<file path="src/bcm_params.svh">
// Constants for the breaker close/open monitor.
// Assumes a 200 MHz system clock; included by the package and the bench.
`ifndef BCM_PARAMS_SVH
`define BCM_PARAMS_SVH

// Register byte offsets on the AHB-Lite slave.
`define BCM_ADDR_CTRL        8'h00
`define BCM_ADDR_OPEN_TMO    8'h04
`define BCM_ADDR_STATUS      8'h08
`define BCM_ADDR_MSB         7
`define BCM_ADDR_LSB         2

// Control register field positions and reset values.
`define BCM_CTRL_EN_BIT      0
`define BCM_CTRL_LIM_LSB     4
`define BCM_CTRL_LIM_MSB     7
`define BCM_EN_RST           1'b1
`define BCM_LIM_RST          4'h5
`define BCM_LIM_MIN          4'h1
`define BCM_LIM_MAX          4'hA

// Open timeout in units of 10 ms: 0.10 s to 5.00 s, default 2.00 s.
`define BCM_TMO_RST          10'h0C8
`define BCM_TMO_MIN          10'h00A
`define BCM_TMO_MAX          10'h1F4

// Status register field positions.
`define BCM_ST_CLOSE_BIT     0
`define BCM_ST_OPEN_BIT      1
`define BCM_ST_REPLY_BIT     2
`define BCM_ST_CNT_LSB       8
`define BCM_ST_CNT_MSB       11
`define BCM_ST_TMR_BIT       12

// Timing: clock in MHz, 10 ms tick and the 5 s clear time.
`define BCM_CLK_MHZ          200
`define BCM_TICK_US          10000
`define BCM_CLEAR_MS         5000
`define BCM_TICK_MS          10

// Logic command variable codes.
`define BCM_LCV_CLOSE        16'h0807
`define BCM_LCV_OPEN         16'h0808

`endif

</file>
<file path="src/bcm_pkg.sv">
// Types shared by the breaker close/open monitor.
// Assumes bcm_params.svh is on the include path.
`include "bcm_params.svh"

package bcm_pkg;

    typedef enum logic [1:0] {
        BCM_HTRANS_IDLE   = 2'h0,
        BCM_HTRANS_BUSY   = 2'h1,
        BCM_HTRANS_NONSEQ = 2'h2,
        BCM_HTRANS_SEQ    = 2'h3
    } bcm_htrans_e;

    typedef enum logic [1:0] {
        BCM_ALARM_CLASS_A = 2'h0,
        BCM_ALARM_CLASS_B = 2'h1
    } bcm_class_e;

    // One alarm report: active flag, class and logic command code.
    typedef struct packed {
        logic       active;
        bcm_class_e aclass;
        logic [15:0] code;
    } bcm_alarm_s;

    typedef enum {
        BCM_OPEN_IDLE,
        BCM_OPEN_TIMING,
        BCM_OPEN_DONE
    } bcm_open_state_e;

endpackage

</file>
<file path="src/bcm_monitor.sv">
// Breaker close/open monitor with an AHB-Lite register slave.
// Assumes breaker pins are asynchronous and one 200 MHz clock runs the block.
//
// Overview of operation
// - Clear attempt counter after the close output is low over five seconds.
// - Clear attempt counter after closed feedback persists over five seconds.
// - Close alarm reports class B with logic command code 08.07.
// - Open sequence starts a timer; reply not energized at expiry raises open alarm.
// - Open alarm reports class B with logic command code 08.08.
//
// The implementer's own choices: the register addresses and the AHB-Lite slave port.
`timescale 1ns/1ps

module bcm_monitor
    import bcm_pkg::*;
#(
    parameter int unsigned CLEAR_TICKS = `BCM_CLEAR_MS / `BCM_TICK_MS,
    parameter int unsigned TICK_CYCLES = `BCM_CLK_MHZ * `BCM_TICK_US
) (
    // Clock and reset.
    input  wire logic        i_clk_sys,
    input  wire logic        i_sys_rst,
    // AHB-Lite slave.
    input  wire logic        i_hsel,
    input  wire logic [31:0] i_haddr,
    input  wire logic [1:0]  i_htrans,
    input  wire logic        i_hwrite,
    input  wire logic [2:0]  i_hsize,
    input  wire logic [31:0] i_hwdata,
    input  wire logic        i_hready,
    output logic      [31:0] o_hrdata,
    output logic             o_hreadyout,
    output logic             o_hresp,
    // Breaker side.
    input  wire logic        i_breaker_close_output,
    input  wire logic        i_open_sequence_start,
    input  wire logic        i_breaker_reply_input,
    // Alarm reports.
    output bcm_alarm_s       o_close_failure_alarm,
    output bcm_alarm_s       o_open_failure_alarm
);

    // ****************************************************************
    // Input synchronisers
    // ****************************************************************
    logic [2:0] sync_a;
    logic [2:0] sync_b;
    logic       reply;
    logic       close_out;
    logic       open_start;

    always_ff @(posedge i_clk_sys or posedge i_sys_rst) begin
        if (i_sys_rst) begin
            sync_a <= 3'h0;
            sync_b <= 3'h0;
        end else begin
            sync_a <= {i_breaker_reply_input, i_open_sequence_start, i_breaker_close_output};
            sync_b <= sync_a;
        end
    end

    assign close_out  = sync_b[0];
    assign open_start = sync_b[1];
    assign reply      = sync_b[2];

    // ****************************************************************
    // Register file
    // ****************************************************************
    logic        enable;
    logic [3:0]  close_limit;
    logic [9:0]  open_tmo;
    logic        wr_pend;
    logic [5:0]  pend_idx;
    logic [3:0]  attempt_cnt;
    logic        open_busy;
    logic        close_alarm;
    logic        open_alarm;
    logic        take;

    function automatic logic [9:0] clamp_tmo(input logic [9:0] v);
        return (v < `BCM_TMO_MIN) ? `BCM_TMO_MIN : ((v > `BCM_TMO_MAX) ? `BCM_TMO_MAX : v);
    endfunction

    function automatic logic [3:0] clamp_lim(input logic [3:0] v);
        return (v < `BCM_LIM_MIN) ? `BCM_LIM_MIN : ((v > `BCM_LIM_MAX) ? `BCM_LIM_MAX : v);
    endfunction

    assign take = i_hsel && i_hready && (i_htrans == BCM_HTRANS_NONSEQ);

    // Zero wait states and an OKAY response on every transfer.
    always_ff @(posedge i_clk_sys or posedge i_sys_rst) begin
        if (i_sys_rst) begin
            wr_pend     <= 1'b0;
            pend_idx    <= 6'h00;
            o_hreadyout <= 1'b1;
            o_hresp     <= 1'b0;
        end else begin
            wr_pend     <= take && i_hwrite;
            o_hreadyout <= 1'b1;
            o_hresp     <= 1'b0;
            if (take) begin
                pend_idx <= i_haddr[`BCM_ADDR_MSB:`BCM_ADDR_LSB];
            end
        end
    end

    always_ff @(posedge i_clk_sys or posedge i_sys_rst) begin
        if (i_sys_rst) begin
            enable      <= `BCM_EN_RST;
            close_limit <= `BCM_LIM_RST;
            open_tmo    <= `BCM_TMO_RST;
        end else if (wr_pend) begin
            if (pend_idx == 6'(`BCM_ADDR_CTRL >> 2)) begin
                enable      <= i_hwdata[`BCM_CTRL_EN_BIT];
                close_limit <= clamp_lim(i_hwdata[`BCM_CTRL_LIM_MSB:`BCM_CTRL_LIM_LSB]);
            end else if (pend_idx == 6'(`BCM_ADDR_OPEN_TMO >> 2)) begin
                open_tmo <= clamp_tmo(i_hwdata[9:0]);
            end
        end
    end

    always_ff @(posedge i_clk_sys or posedge i_sys_rst) begin
        if (i_sys_rst) begin
            o_hrdata <= 32'h0;
        end else if (take && !i_hwrite) begin
            o_hrdata <= 32'h0;
            case (i_haddr[`BCM_ADDR_MSB:`BCM_ADDR_LSB])
                6'(`BCM_ADDR_CTRL >> 2): begin
                    o_hrdata[`BCM_CTRL_EN_BIT]                 <= enable;
                    o_hrdata[`BCM_CTRL_LIM_MSB:`BCM_CTRL_LIM_LSB] <= close_limit;
                end
                6'(`BCM_ADDR_OPEN_TMO >> 2): begin
                    o_hrdata[9:0] <= open_tmo;
                end
                6'(`BCM_ADDR_STATUS >> 2): begin
                    o_hrdata[`BCM_ST_CLOSE_BIT]                <= close_alarm;
                    o_hrdata[`BCM_ST_OPEN_BIT]                 <= open_alarm;
                    o_hrdata[`BCM_ST_REPLY_BIT]                <= reply;
                    o_hrdata[`BCM_ST_CNT_MSB:`BCM_ST_CNT_LSB]  <= attempt_cnt;
                    o_hrdata[`BCM_ST_TMR_BIT]                  <= open_busy;
                end
                default: begin
                    o_hrdata <= 32'h0;
                end
            endcase
        end
    end

    // ****************************************************************
    // 10 ms tick divider
    // ****************************************************************
    logic [31:0] div_cnt;
    logic        tick;

    always_ff @(posedge i_clk_sys or posedge i_sys_rst) begin
        if (i_sys_rst) begin
            div_cnt <= 32'h0;
            tick    <= 1'b0;
        end else if (div_cnt >= TICK_CYCLES - 1) begin
            div_cnt <= 32'h0;
            tick    <= 1'b1;
        end else begin
            div_cnt <= div_cnt + 32'h1;
            tick    <= 1'b0;
        end
    end

    // ****************************************************************
    // Close-attempt supervision
    // ****************************************************************
    logic        close_d;
    logic [15:0] off_ticks;
    logic [15:0] fb_ticks;
    logic        clear_cnt;

    // Only a low that still holds clears via the off timer, so a close edge is lost only while the feedback clear holds.
    assign clear_cnt = (!close_out && off_ticks > 16'(CLEAR_TICKS))
                    || (!reply && fb_ticks > 16'(CLEAR_TICKS));

    always_ff @(posedge i_clk_sys or posedge i_sys_rst) begin
        if (i_sys_rst) begin
            off_ticks <= 16'h0;
            fb_ticks  <= 16'h0;
        end else begin
            if (close_out || !enable) begin
                off_ticks <= 16'h0;
            end else if (tick && !clear_cnt) begin
                off_ticks <= off_ticks + 16'h1;
            end
            if (reply || !enable) begin
                fb_ticks <= 16'h0;
            end else if (tick && !clear_cnt) begin
                fb_ticks <= fb_ticks + 16'h1;
            end
        end
    end

    always_ff @(posedge i_clk_sys or posedge i_sys_rst) begin
        if (i_sys_rst) begin
            close_d     <= 1'b0;
            attempt_cnt <= 4'h0;
            close_alarm <= 1'b0;
        end else begin
            close_d <= close_out;
            if (!enable) begin
                attempt_cnt <= 4'h0;
                close_alarm <= 1'b0;
            end else if (clear_cnt) begin
                attempt_cnt <= 4'h0;
                close_alarm <= 1'b0;
            end else if (close_out && !close_d && attempt_cnt < close_limit) begin
                attempt_cnt <= attempt_cnt + 4'h1;
                close_alarm <= (attempt_cnt + 4'h1) >= close_limit;
            end
        end
    end

    // ****************************************************************
    // Open supervision timer
    // ****************************************************************
    bcm_open_state_e open_state;
    logic [9:0]      open_ticks;

    assign open_busy = (open_state == BCM_OPEN_TIMING);

    always_ff @(posedge i_clk_sys or posedge i_sys_rst) begin
        if (i_sys_rst) begin
            open_state <= BCM_OPEN_IDLE;
            open_ticks <= 10'h0;
            open_alarm <= 1'b0;
        end else if (!enable) begin
            open_state <= BCM_OPEN_IDLE;
            open_ticks <= 10'h0;
            open_alarm <= 1'b0;
        end else begin
            case (open_state)
                BCM_OPEN_IDLE: begin
                    if (open_start) begin
                        open_state <= BCM_OPEN_TIMING;
                        open_ticks <= 10'h0;
                        open_alarm <= 1'b0;
                    end
                end
                BCM_OPEN_TIMING: begin
                    if (reply) begin
                        // Parking in done keeps a start that is still held from rearming.
                        open_state <= BCM_OPEN_DONE;
                    end else if (open_ticks >= open_tmo) begin
                        open_state <= BCM_OPEN_DONE;
                        open_alarm <= 1'b1;
                    end else if (tick) begin
                        open_ticks <= open_ticks + 10'h1;
                    end
                end
                BCM_OPEN_DONE: begin
                    if (!open_start) begin
                        open_state <= BCM_OPEN_IDLE;
                    end
                end
                default: begin
                    open_state <= BCM_OPEN_IDLE;
                end
            endcase
        end
    end

    // ****************************************************************
    // Alarm outputs
    // ****************************************************************
    always_ff @(posedge i_clk_sys or posedge i_sys_rst) begin
        if (i_sys_rst) begin
            o_close_failure_alarm <= '0;
            o_open_failure_alarm  <= '0;
        end else begin
            o_close_failure_alarm <= '{close_alarm, BCM_ALARM_CLASS_B, `BCM_LCV_CLOSE};
            o_open_failure_alarm  <= '{open_alarm, BCM_ALARM_CLASS_B, `BCM_LCV_OPEN};
        end
    end
endmodule

</file>
<file path="config.mk">
export PLATFORM = sky130hd
export DESIGN_NAME = bcm_monitor
export DESIGN_NICKNAME = d
export VERILOG_FILES = /design/src/bcm_pkg.sv /design/src/bcm_monitor.sv
export VERILOG_INCLUDE_DIRS = /design/src /design/src/src
export SDC_FILE = /design/constraint.sdc
export NUM_CORES = 1
export LEC_CHECK = 0
export ABC_AREA = 1
export BUFFER_PORTS_ARGS = -buffer_cell sky130_fd_sc_hd__buf_2
export CORE_ASPECT_RATIO = 0.6
export CORE_UTILIZATION = 45
export CTS_CLUSTER_SIZE = 40
export DETAILED_ROUTE_END_ITERATION = 6
export PLACE_DENSITY = 0.68
export SYNTH_ARGS = -nofsm -noshare
export SYNTH_HDL_FRONTEND = slang
export SYNTH_SLANG_ARGS = --single-unit
export TNS_END_PERCENT = 100
</file>
<file path="constraint.sdc">
create_clock -name i_clk_sys -period 5.1 [get_ports i_clk_sys]
set_clock_uncertainty 0.05 [all_clocks]
set_input_delay 0.765 -clock i_clk_sys [delete_from_list [all_inputs] [get_ports i_clk_sys]]
set_output_delay 0.765 -clock i_clk_sys [all_outputs]
set_load 0.03 [all_outputs]
</file>
* After elaboration in Yosys (flattened, before gate mapping)
Index checks and enable logic that the tools add are counted.
** Storage, ports and cells
- Bits in registers :: 160
- Logic and storage cells :: 122
- Input port bits :: 77
- Output and inout bits :: 72
** Operators by class
- Reductions and logical operators :: 28
- $add $sub $neg :: 5
- Order comparisons :: 10
- Bitwise logic cells :: 1
- Muxes and demuxes :: 39
- Eq/ne operators :: 16
** Operators by type and width (count)
- 32-bit two-way mux :: 6
- 32-bit case mux with 3 select lines :: 1
- 10-bit two-way mux :: 7
- 32-bit by 2-bit == test with 1-bit output (second input constant) :: 2
- 16-bit two-way mux :: 4
- 16-bit by 1-bit adder with 16-bit output (second input constant) :: 2
- 32-bit by 1-bit adder with 32-bit output (second input constant) :: 1
- 32-bit by 1-bit == test with 1-bit output (second input constant) :: 1
- 32-bit by 21-bit greater-or-equal comparator with 1-bit output (second input constant) :: 1
- 16-bit by 9-bit greater-than comparator with 1-bit output (second input constant) :: 2
- 32-bit zero test :: 1
- 4-bit two-way mux :: 5
- 10-bit case mux with 2 select lines :: 1
- 3-bit inequality test (second input constant) :: 6
- 6-bit by 1-bit == test with 1-bit output (second input constant) :: 2
- 6-bit zero test :: 2
- 10-bit by 1-bit adder with 10-bit output (second input constant) :: 1
- 10-bit greater-or-equal comparator :: 1
- 10-bit by 9-bit greater-than comparator with 1-bit output (second input constant) :: 1
- 10-bit by 4-bit < comparator with 1-bit output (second input constant) :: 1
- 1-bit logical AND :: 9
- 1-bit two-way mux :: 9
- 2-bit case mux with 2 select lines :: 2
- 4-bit case mux with 2 select lines :: 1
- 20 further kinds :: 30

* Longest topological paths before layout
Gate-level depths: netlist of the first run.
- Depth after elaboration :: 7
- Depth in mapped cells :: 11
- Mapped depth without buffers :: 11

* Worst setup path after synthesis of the first run
No wires, ideal clock.
- Path kind :: flip-flop to flip-flop
- Start :: reg open_tmo[7]
- End :: reg open_ticks[1]
- Cell stages (with the launch flop) :: 12
- Arrival :: 1671 ps
- Path buffers :: 1
- Slack :: 3252 ps
- Clock period less this slack :: 1848 ps
- Data required time :: 4923 ps
- Library setup time :: 127 ps
- Path through :: dfstp_2 > inv_1 > ha_1 > nand2_1 > inv_1 > o21ai_0 > nand2_1 > nor2_1 > nand3_1 > buf_2 > nand3_1 > o21ai_0
** Between the ends
- Longest elaborated chain between the ends :: 3
** RTL lines
- start: declaration :: line bcm_monitor.sv:71 : logic [9:0] open_tmo;
- start signal: assignment :: line bcm_monitor.sv:111 : open_tmo <= `BCM_TMO_RST;
- start signal: assignment :: line bcm_monitor.sv:117 : open_tmo <= clamp_tmo(i_hwdata[9:0]);
- 10-bit greater-or-equal comparator :: line bcm_monitor.sv:248 : end else if (open_ticks >= open_tmo) begin
- 3-bit inequality test (no source line)
- 5-bit AND reduction (no source line)
- end signal: assignment :: line bcm_monitor.sv:252 : open_ticks <= open_ticks + 10'h1;
- end: declaration :: line bcm_monitor.sv:222 : logic [9:0] open_ticks;
No other way between the ends.
A chain may end at the register's enable or synchronous reset.

* Worst setup path in the final report of the first run
- Start :: reg open_tmo[7]
- End :: reg open_ticks[0]
The elaborated chain is that of the path after synthesis.

==> flow_metrics.py, run 1 <==
metrics = {
    "timing": {
        "rsz0062_at_grt": "false",
        "drv_slew": 0,
        "fin_crit_sh": 0.499,
        "slew-limit-headroom": 0.376,
        "fin_tns_setup_ps": 0,
        "setup_violations": 0,
        "fmax_ghz": 0.393,
        "hold_viol": 0,
        "tightest_slew_ps": 937,
        "fin_crit_ps": 2540,
    },
    "synth": {
        "synth_top_family_by_area": "simple AND/OR/NAND/NOR gates",
        "yosys_warnings": 0,
        "synth_edf_count": 0,
        "syn_area_mm2": 0.00696,
        "synth_xor_xnor_area_share": 0.0415,
        "synthMuxAreaShare": 0,
        "syn_inst": 833,
        "synth.most_common_cell": "nand2_1",
        "synthTopCellsByCount": "nand2_1 (148), dfrtp_1 (122), nor2_1 (106), inv_1 (102), nand3_1 (75)",
        "syn_avg_cell_area_um2": 8.36,
        "synth_compound_area_frac": 0.0606,
        "synth_top_area_cell": "dfrtp_1",
        "synth.yosys.seq_area_share": 0.461,
        "synthArstFlopShare": 1.00,
        "ys.flop_type": "dfrtp_1",
        "synthDominantCellAreaShare": 0.438,
        "synth-simple-area-share": 0.261,
        "synthAdderAreaFrac": 0.0449,
        "netlist-cell-type-count": 42,
        "synth-seq-cells": 128,
        "yosys-top-cells-area": "dfrtp_1 (44%), nand2_1 (8.0%), buf_4 (6.3%)",
    },
    "run": {
        "maxCapViolCount": 0,
    },
    "worst_setup_path": {
        "cp-startpoint": "open_tmo[7]",
        "worstPathArrival_ps": 2840,
        "startpoint_type": "flip-flop",
        "cp.required_ps": 5390,
        "r2r-end": "open_ticks[0]",
        "path_class": "reg -> reg",
        "r2r_slack_ps": 2560,
        "crit_fanout": 12,
        "reg2regPathDepth": 11,
        "r2r-start": "open_tmo[7]",
        "worst_setup_path_end_kind": "flip-flop",
    },
    "power": {
        "p_per_area_mw_per_mm2": 384,
        "combPwrFrac": 0.171,
        "internal_power_w": 0.00208,
        "p_leak_nw": 3.98,
        "ir_drop_mv": 0.249,
        "swShare": 0.306,
        "clkPwrFrac": 0.434,
        "power_frac_seq": 0.394,
        "switchingPower_w": 0.000916,
    },
    "worst_hold_path": {
        "hold_path_startpoint": "sync_a[0]",
        "hp-class": "reg -> reg",
        "holdPathEnd": "sync_b[0]",
        "hold-path-cell-count": 0,
    },
    "floorplanning": {
        "core_region_area_mm2": 0.0148,
        "initial_utilization": 0.470,
        "die_area_mm2": 0.0160,
        "rows": 34,
        "fp.dieW_um": 163,
        "dieHeight_um": 98.4,
        "ioPinCount": 149,
    },
    "clock_tree": {
        "numCtsBuffers": 17,
        "clockBufferDepth": 2,
        "cts.sinks": 128,
        "htreeDepth": 4,
        "root_buffer": "clkbuf_16",
        "cts_tree": "built",
        "cts_setup_buffers": 0,
        "clk_pin_slew_ps": 60,
        "cts.repair.resized": 0,
        "clock_latency_ps": 410,
        "postCtsHoldBufs": 0,
    },
    "global_route": {
        "grt_start_max_net_pins": 75,
        "grt_overflow": 0,
        "track_usage": 0.197,
        "grt_pass1_vias": 4820,
        "antenna_found_initial": 0,
        "grt_pass1_wl_um": 24400,
    },
    "routing": {
        "avgViaCountPerCell": 4.81,
        "routed_wl_um": 14700,
        "drc": 0,
        "num_vias": 5303,
        "drtAntennaViolNets": 0,
        "drtPass1Iterations": 6,
        "wl_per_cell_um": 13.3,
        "drt_iter0_drc": 438,
    },
    "status": {
        "status": "completed",
    },
    "layout": {
        "regArea_mm2": 0.00321,
        "multiInputGateArea_mm2": 0.00307,
        "n_fill_cell": 1390,
        "area_growth_pct": 12.2,
        "fin_nets": 994,
        "post-route-util": 0.528,
        "antenna_cells": 0,
        "drive_above_1_share": 0.137,
    },
    "placed_design": {
        "place.gp.congestion": 0.860,
        "hpwl_um": 10600,
        "port_buffers": 48,
    },
}
==> how the worst max path moves through the flow <==
stage | endpoint | cells past startpoint | slack (ps)
5_1_grt | open_ticks[7] | 11 | 2390
4_1_cts | open_ticks[7] | 11 | 2580
2_1_floorplan | attempt_cnt[0] | 1 | 880
3_3_place_gp | open_ticks[8] | 11 | 2660
3_5_place_dp | open_ticks[3] | 11 | 2620
6_report | open_ticks[0] | 11 | 2560
==> per-layer routing <==
layer | wire, um | part of all wire | GRT usage
met1 | 7690 | 0.52 | 0.308
met2 | 5840 | 0.40 | 0.266
met3 | 1090 | 0.074 | 0.0506
met4 | 65 | 0.0044 | 0.0525
met5 | 0 | 0 | 0
==> worst max-delay path: stages (launching register included) <==
cell	delay [ps]
dfstp_2	510
inv_1	70
ha_1	310
nand2_1	70
inv_1	30
o21ai_0	140
nand2_1	70
nor2_1	190
nand3_1	410
nand2_1	470
nand2_1	100
nand2_1	70
==> power by group through the flow <==
stage / Sequential, W / Combinational, W / Clock [W]
global route: 0.00119 / 0.000580 / 0.00137
CTS: 0.00118 / 0.000512 / 0.00132
detailed placement: 0.00120 / 0.000506 / 0
finish: 0.00118 / 0.000514 / 0.00130
floorplan: 0.00118 / 0.000401 / 0
global placement: 0.00119 / 0.000491 / 0
==> cell families (layout without fill, tap and decap cells) <==
group | after synthesis | in the layout
and+or+nand+nor | 399 | 399
other | 2 | 61
buffers and inverters | 172 | 185
adders and majority gates | 25 | 25
AOI/OAI and AO/OA | 74 | 74
xor gates and xnor gates | 33 | 33
DFF | 128 | 128
==> layout make-up <==
type / instances / area share
flip-flops and latches: 128 / 0.411
multi-input cells: 592 / 0.393
clock buffers: 19 / 0.0580
inverters: 103 / 0.0501
repair buffers: 50 / 0.0327
well taps: 198 / 0.0317
clock inverters: 13 / 0.0237
==> cells in the final DEF, fill, tap and decap left out, types with 3 or more instances in the layout <==
cell type / count
dfstp_2: 6
conb_1: 61
xor2_1: 27
nor2_4: 4
buf_2: 48
nor2_1: 106
a22oi_1: 4
a21oi_1: 19
o21bai_1: 3
bufinv_16: 4
nor3_1: 15
xnor2_1: 6
nand2_4: 3
nor2_2: 18
o21ai_0: 33
clkinv_2: 3
dfrtp_1: 122
nand4_1: 17
clkinv_4: 3
clkbuf_16: 17
nand2_1: 148
nand3_1: 75
nand2_2: 4
o21ai_1: 3
inv_1: 101
o221ai_1: 3
ha_1: 25
==> state kept, by name, summed over array words and instances, names as in the netlist, 2 cells and up <==
| register | count |
|---|---|
| sync_a | 3 |
| o_hrdata | 13 |
| o_close_failure_alarm | 2 |
| div_cnt | 32 |
| close_limit | 4 |
| attempt_cnt | 4 |
| pend_idx | 6 |
| open_state | 2 |
| off_ticks | 16 |
| open_tmo | 10 |
| fb_ticks | 16 |
| sync_b | 3 |
| open_ticks | 10 |
==> per-stage QoR <==
step | total power (W) | instances | setup WS (ps) | cell area [um^2] | hold slack [ps]
global placement | 0.00169 | 1071 | 2660 | 7170 | 281
CTS | 0.00302 | 1103 | 2580 | 7810 | 300
global route | 0.00314 | 1103 | 2390 | 7810 | 316
floorplan | 0.00158 | 892 | 882 | 7180 | 281
detailed placement | 0.00170 | 1071 | 2620 | 7170 | 286
finish | 0.00300 | 1103 | 2560 | 7810 | 298
No activity file was read; power rests on OpenSTA's default activity.
==> run 2: changes to the inputs <==
--- a/config.mk
+++ b/config.mk
@@ -12,7 +12,7 @@
 export CORE_UTILIZATION = 45
 export CTS_CLUSTER_SIZE = 40
 export DETAILED_ROUTE_END_ITERATION = 6
-export PLACE_DENSITY = 0.68
+export PLACE_DENSITY = 0.71
 export SYNTH_ARGS = -nofsm -noshare
 export SYNTH_HDL_FRONTEND = slang
 export SYNTH_SLANG_ARGS = --single-unit
==> constraint.sdc (replaced) <==
create_clock -name i_clk_sys -period 2.15 [get_ports i_clk_sys]
set_clock_uncertainty 0.05 [all_clocks]
set_input_delay 0.3225 -clock i_clk_sys [delete_from_list [all_inputs] [get_ports i_clk_sys]]
set_output_delay 0.3225 -clock i_clk_sys [all_outputs]
set_load 0.03 [all_outputs]
==> run 2 against run 1 <==
Die area unchanged. Utilization is 1.3 points higher. Non-clock buffer count increased by 14. Largest power group unchanged. Largest cell class unchanged.
==> flow_metrics.py, run 2 (synthesis gave the netlist of run 1 again) <==
metrics = {
    "status": {
        "status": "completed",
    },
    "global_route": {
        "grt_overflow": 0,
        "antenna_found_initial": 0,
        "grt_pass1_wl_um": 25100,
        "grt_start_max_net_pins": 129,
        "track_usage": 0.202,
        "grt_pass1_vias": 4940,
    },
    "worst_setup_path": {
        "worstPathArrival_ps": 2260,
        "worst_setup_path_end_kind": "flip-flop",
        "path_common_cell": "nand2_1",
        "cp.required_ps": 2390,
        "reg2regPathDepth": 11,
        "crit_slowest_cell": "dfstp_2",
        "startpoint_type": "flip-flop",
        "slowest_delay_ps": 530,
        "path_class": "reg -> reg",
        "crit_fanout": 11,
        "path_cells": "inv_1, ha_1, nand2_1, inv_1, o21bai_1, nand2_1, nand2_1, nand3_1, buf_4, nand3_1, o21ai_0",
    },
    "run": {
        "maxCapViolCount": 0,
    },
    "clock_tree": {
        "htreeDepth": 4,
        "numCtsBuffers": 17,
        "root_buffer": "clkbuf_16",
        "clock_latency_ps": 420,
        "cts_setup_buffers": 0,
        "cts_tree": "built",
        "clockBufferDepth": 2,
        "cts.sinks": 128,
        "clk_pin_slew_ps": 60,
    },
    "layout": {
        "final_common_cell": "nand2_1",
        "final_cell_mix": "nand2_1 (148), dfrtp_1 (122), nor2_1 (105)",
        "largest_register_ffs": 32,
        "area_growth_pct": 15.0,
        "drive_above_1_share": 0.146,
        "post-route-util": 0.541,
        "largest_register": "div_cnt",
        "antenna_cells": 0,
        "fin_nets": 1008,
        "reg_top3": "div_cnt x32, fb_ticks x16, off_ticks x16",
    },
    "timing": {
        "drv_slew": 0,
        "fin_crit_sh": 0.941,
        "slew-limit-headroom": 0.554,
        "tightest_slew_ps": 669,
        "fin_crit_ps": 2020,
        "setup_violations": 0,
        "fmax_ghz": 0.494,
        "fin_tns_setup_ps": 0,
        "rsz0062_at_grt": "false",
        "hold_viol": 0,
    },
    "power": {
        "ir_drop_mv": 0.421,
        "p_per_area_mw_per_mm2": 940,
        "p_leak_nw": 4.08,
    },
    "routing": {
        "num_vias": 5395,
        "drtPass1Iterations": 5,
        "drt_iter0_drc": 482,
        "wl_per_cell_um": 13.3,
        "routed_wl_um": 14800,
        "drtAntennaViolNets": 0,
        "drc": 0,
        "avgViaCountPerCell": 4.83,
    },
    "placed_design": {
        "hpwl_um": 10400,
        "port_buffers": 48,
        "place.gp.congestion": 0.880,
    },
    "worst_hold_path": {
        "hp-class": "in -> async",
    },
    "floorplanning": {
        "ioPinCount": 149,
        "dieHeight_um": 98.4,
        "core_region_area_mm2": 0.0148,
        "die_area_mm2": 0.0160,
        "rows": 34,
        "initial_utilization": 0.470,
        "fp.dieW_um": 163,
    },
}
run 2: cell count changes in the layout (fill, tap and decap cells not counted), sizes merged, moves of 2 or more:
cell | previous run | this run
buf | 50 | 61
bufinv | 4 | 7
clkbuf | 19 | 22
clkinv | 6 | 3
dlygate4sd3 | 0 | 3
inv | 104 | 102
run 2: cell type report:
class	instances	area, um^2
Clock inverter	10	229
Inverter	103	393
Sequential cell	128	3210
Timing Repair Buffer	64	380
Fill cell	1378	6800
Clock buffer	22	474
Multi-Input combinational cell	592	3070
Tap cell	198	248
run 2: where the power goes:
part / internal [W] / switching (W) / total, W / leakage [nW]
registers: 0.00261 / 0.000174 / 0.00279 / 1.66
clock network: 0.00238 / 0.00108 / 0.00346 / 0.344
logic: 0.000384 / 0.000891 / 0.00128 / 2.07
total: 0.00538 / 0.00214 / 0.00752 / 4.08
run 2: timing repair:
action	CTS	global route
setup endpoints to repair	0	12
hold buffers	3	0
hold endpoints to repair	3	0
gates resized for setup	0	2
run 2: stage by stage:
| step | cell area, um^2 | hold WS, ps | total power (W) | setup WS, ps | std cells |
|---|---|---|---|---|---|
| 3_5_place_dp | 7270 | 298 | 0.00407 | 113 | 1082 |
| 6_report | 8010 | 41.5 | 0.00752 | 127 | 1117 |
| 5_1_grt | 8010 | 78.1 | 0.00789 | 12.0 | 1117 |
| 4_1_cts | 8000 | 52.3 | 0.00757 | 81.9 | 1117 |
| 3_3_place_gp | 7270 | 321 | 0.00404 | 158 | 1082 |
| 2_1_floorplan | 7190 | 281 | 0.00376 | 201 | 892 |
run 2: critical path, delay by kind of cell, from the launching register on:
| family | cells | cell delay (ps) |
|---|---|---|
| simple gates | 5 | 490 |
| compound gates | 2 | 230 |
| buf+inv | 3 | 280 |
| fa+ha+maj | 1 | 300 |
| flops | 1 | 530 |
run 2: layer usage:
layer | global-route usage | vias to the layer above | wire [um]
met3 | 0.0518 | 17 | 1120
li1 | - | 2703 | -
met1 | 0.322 | 2504 | 7770
met4 | 0.0625 | 0 | 174
met5 | 0 | - | 0
met2 | 0.259 | 171 | 5740
run 2: path summary, 6_finish.rpt:
| path | start | end | slack, ps |
|---|---|---|---|
| worst max register to register | open_tmo[3] | open_ticks[1] | 130 |
| min in group i_clk_sys | i_haddr[6] | pend_idx[4] | 60 |
| worst min-delay path | i_sys_rst | off_ticks[11] | 40 |
| max in group asynchronous | i_sys_rst | fb_ticks[1] | 1500 |
| worst min register to register | sync_a[1] | sync_b[1] | 310 |
| worst max-delay path | open_tmo[3] | open_ticks[1] | 130 |
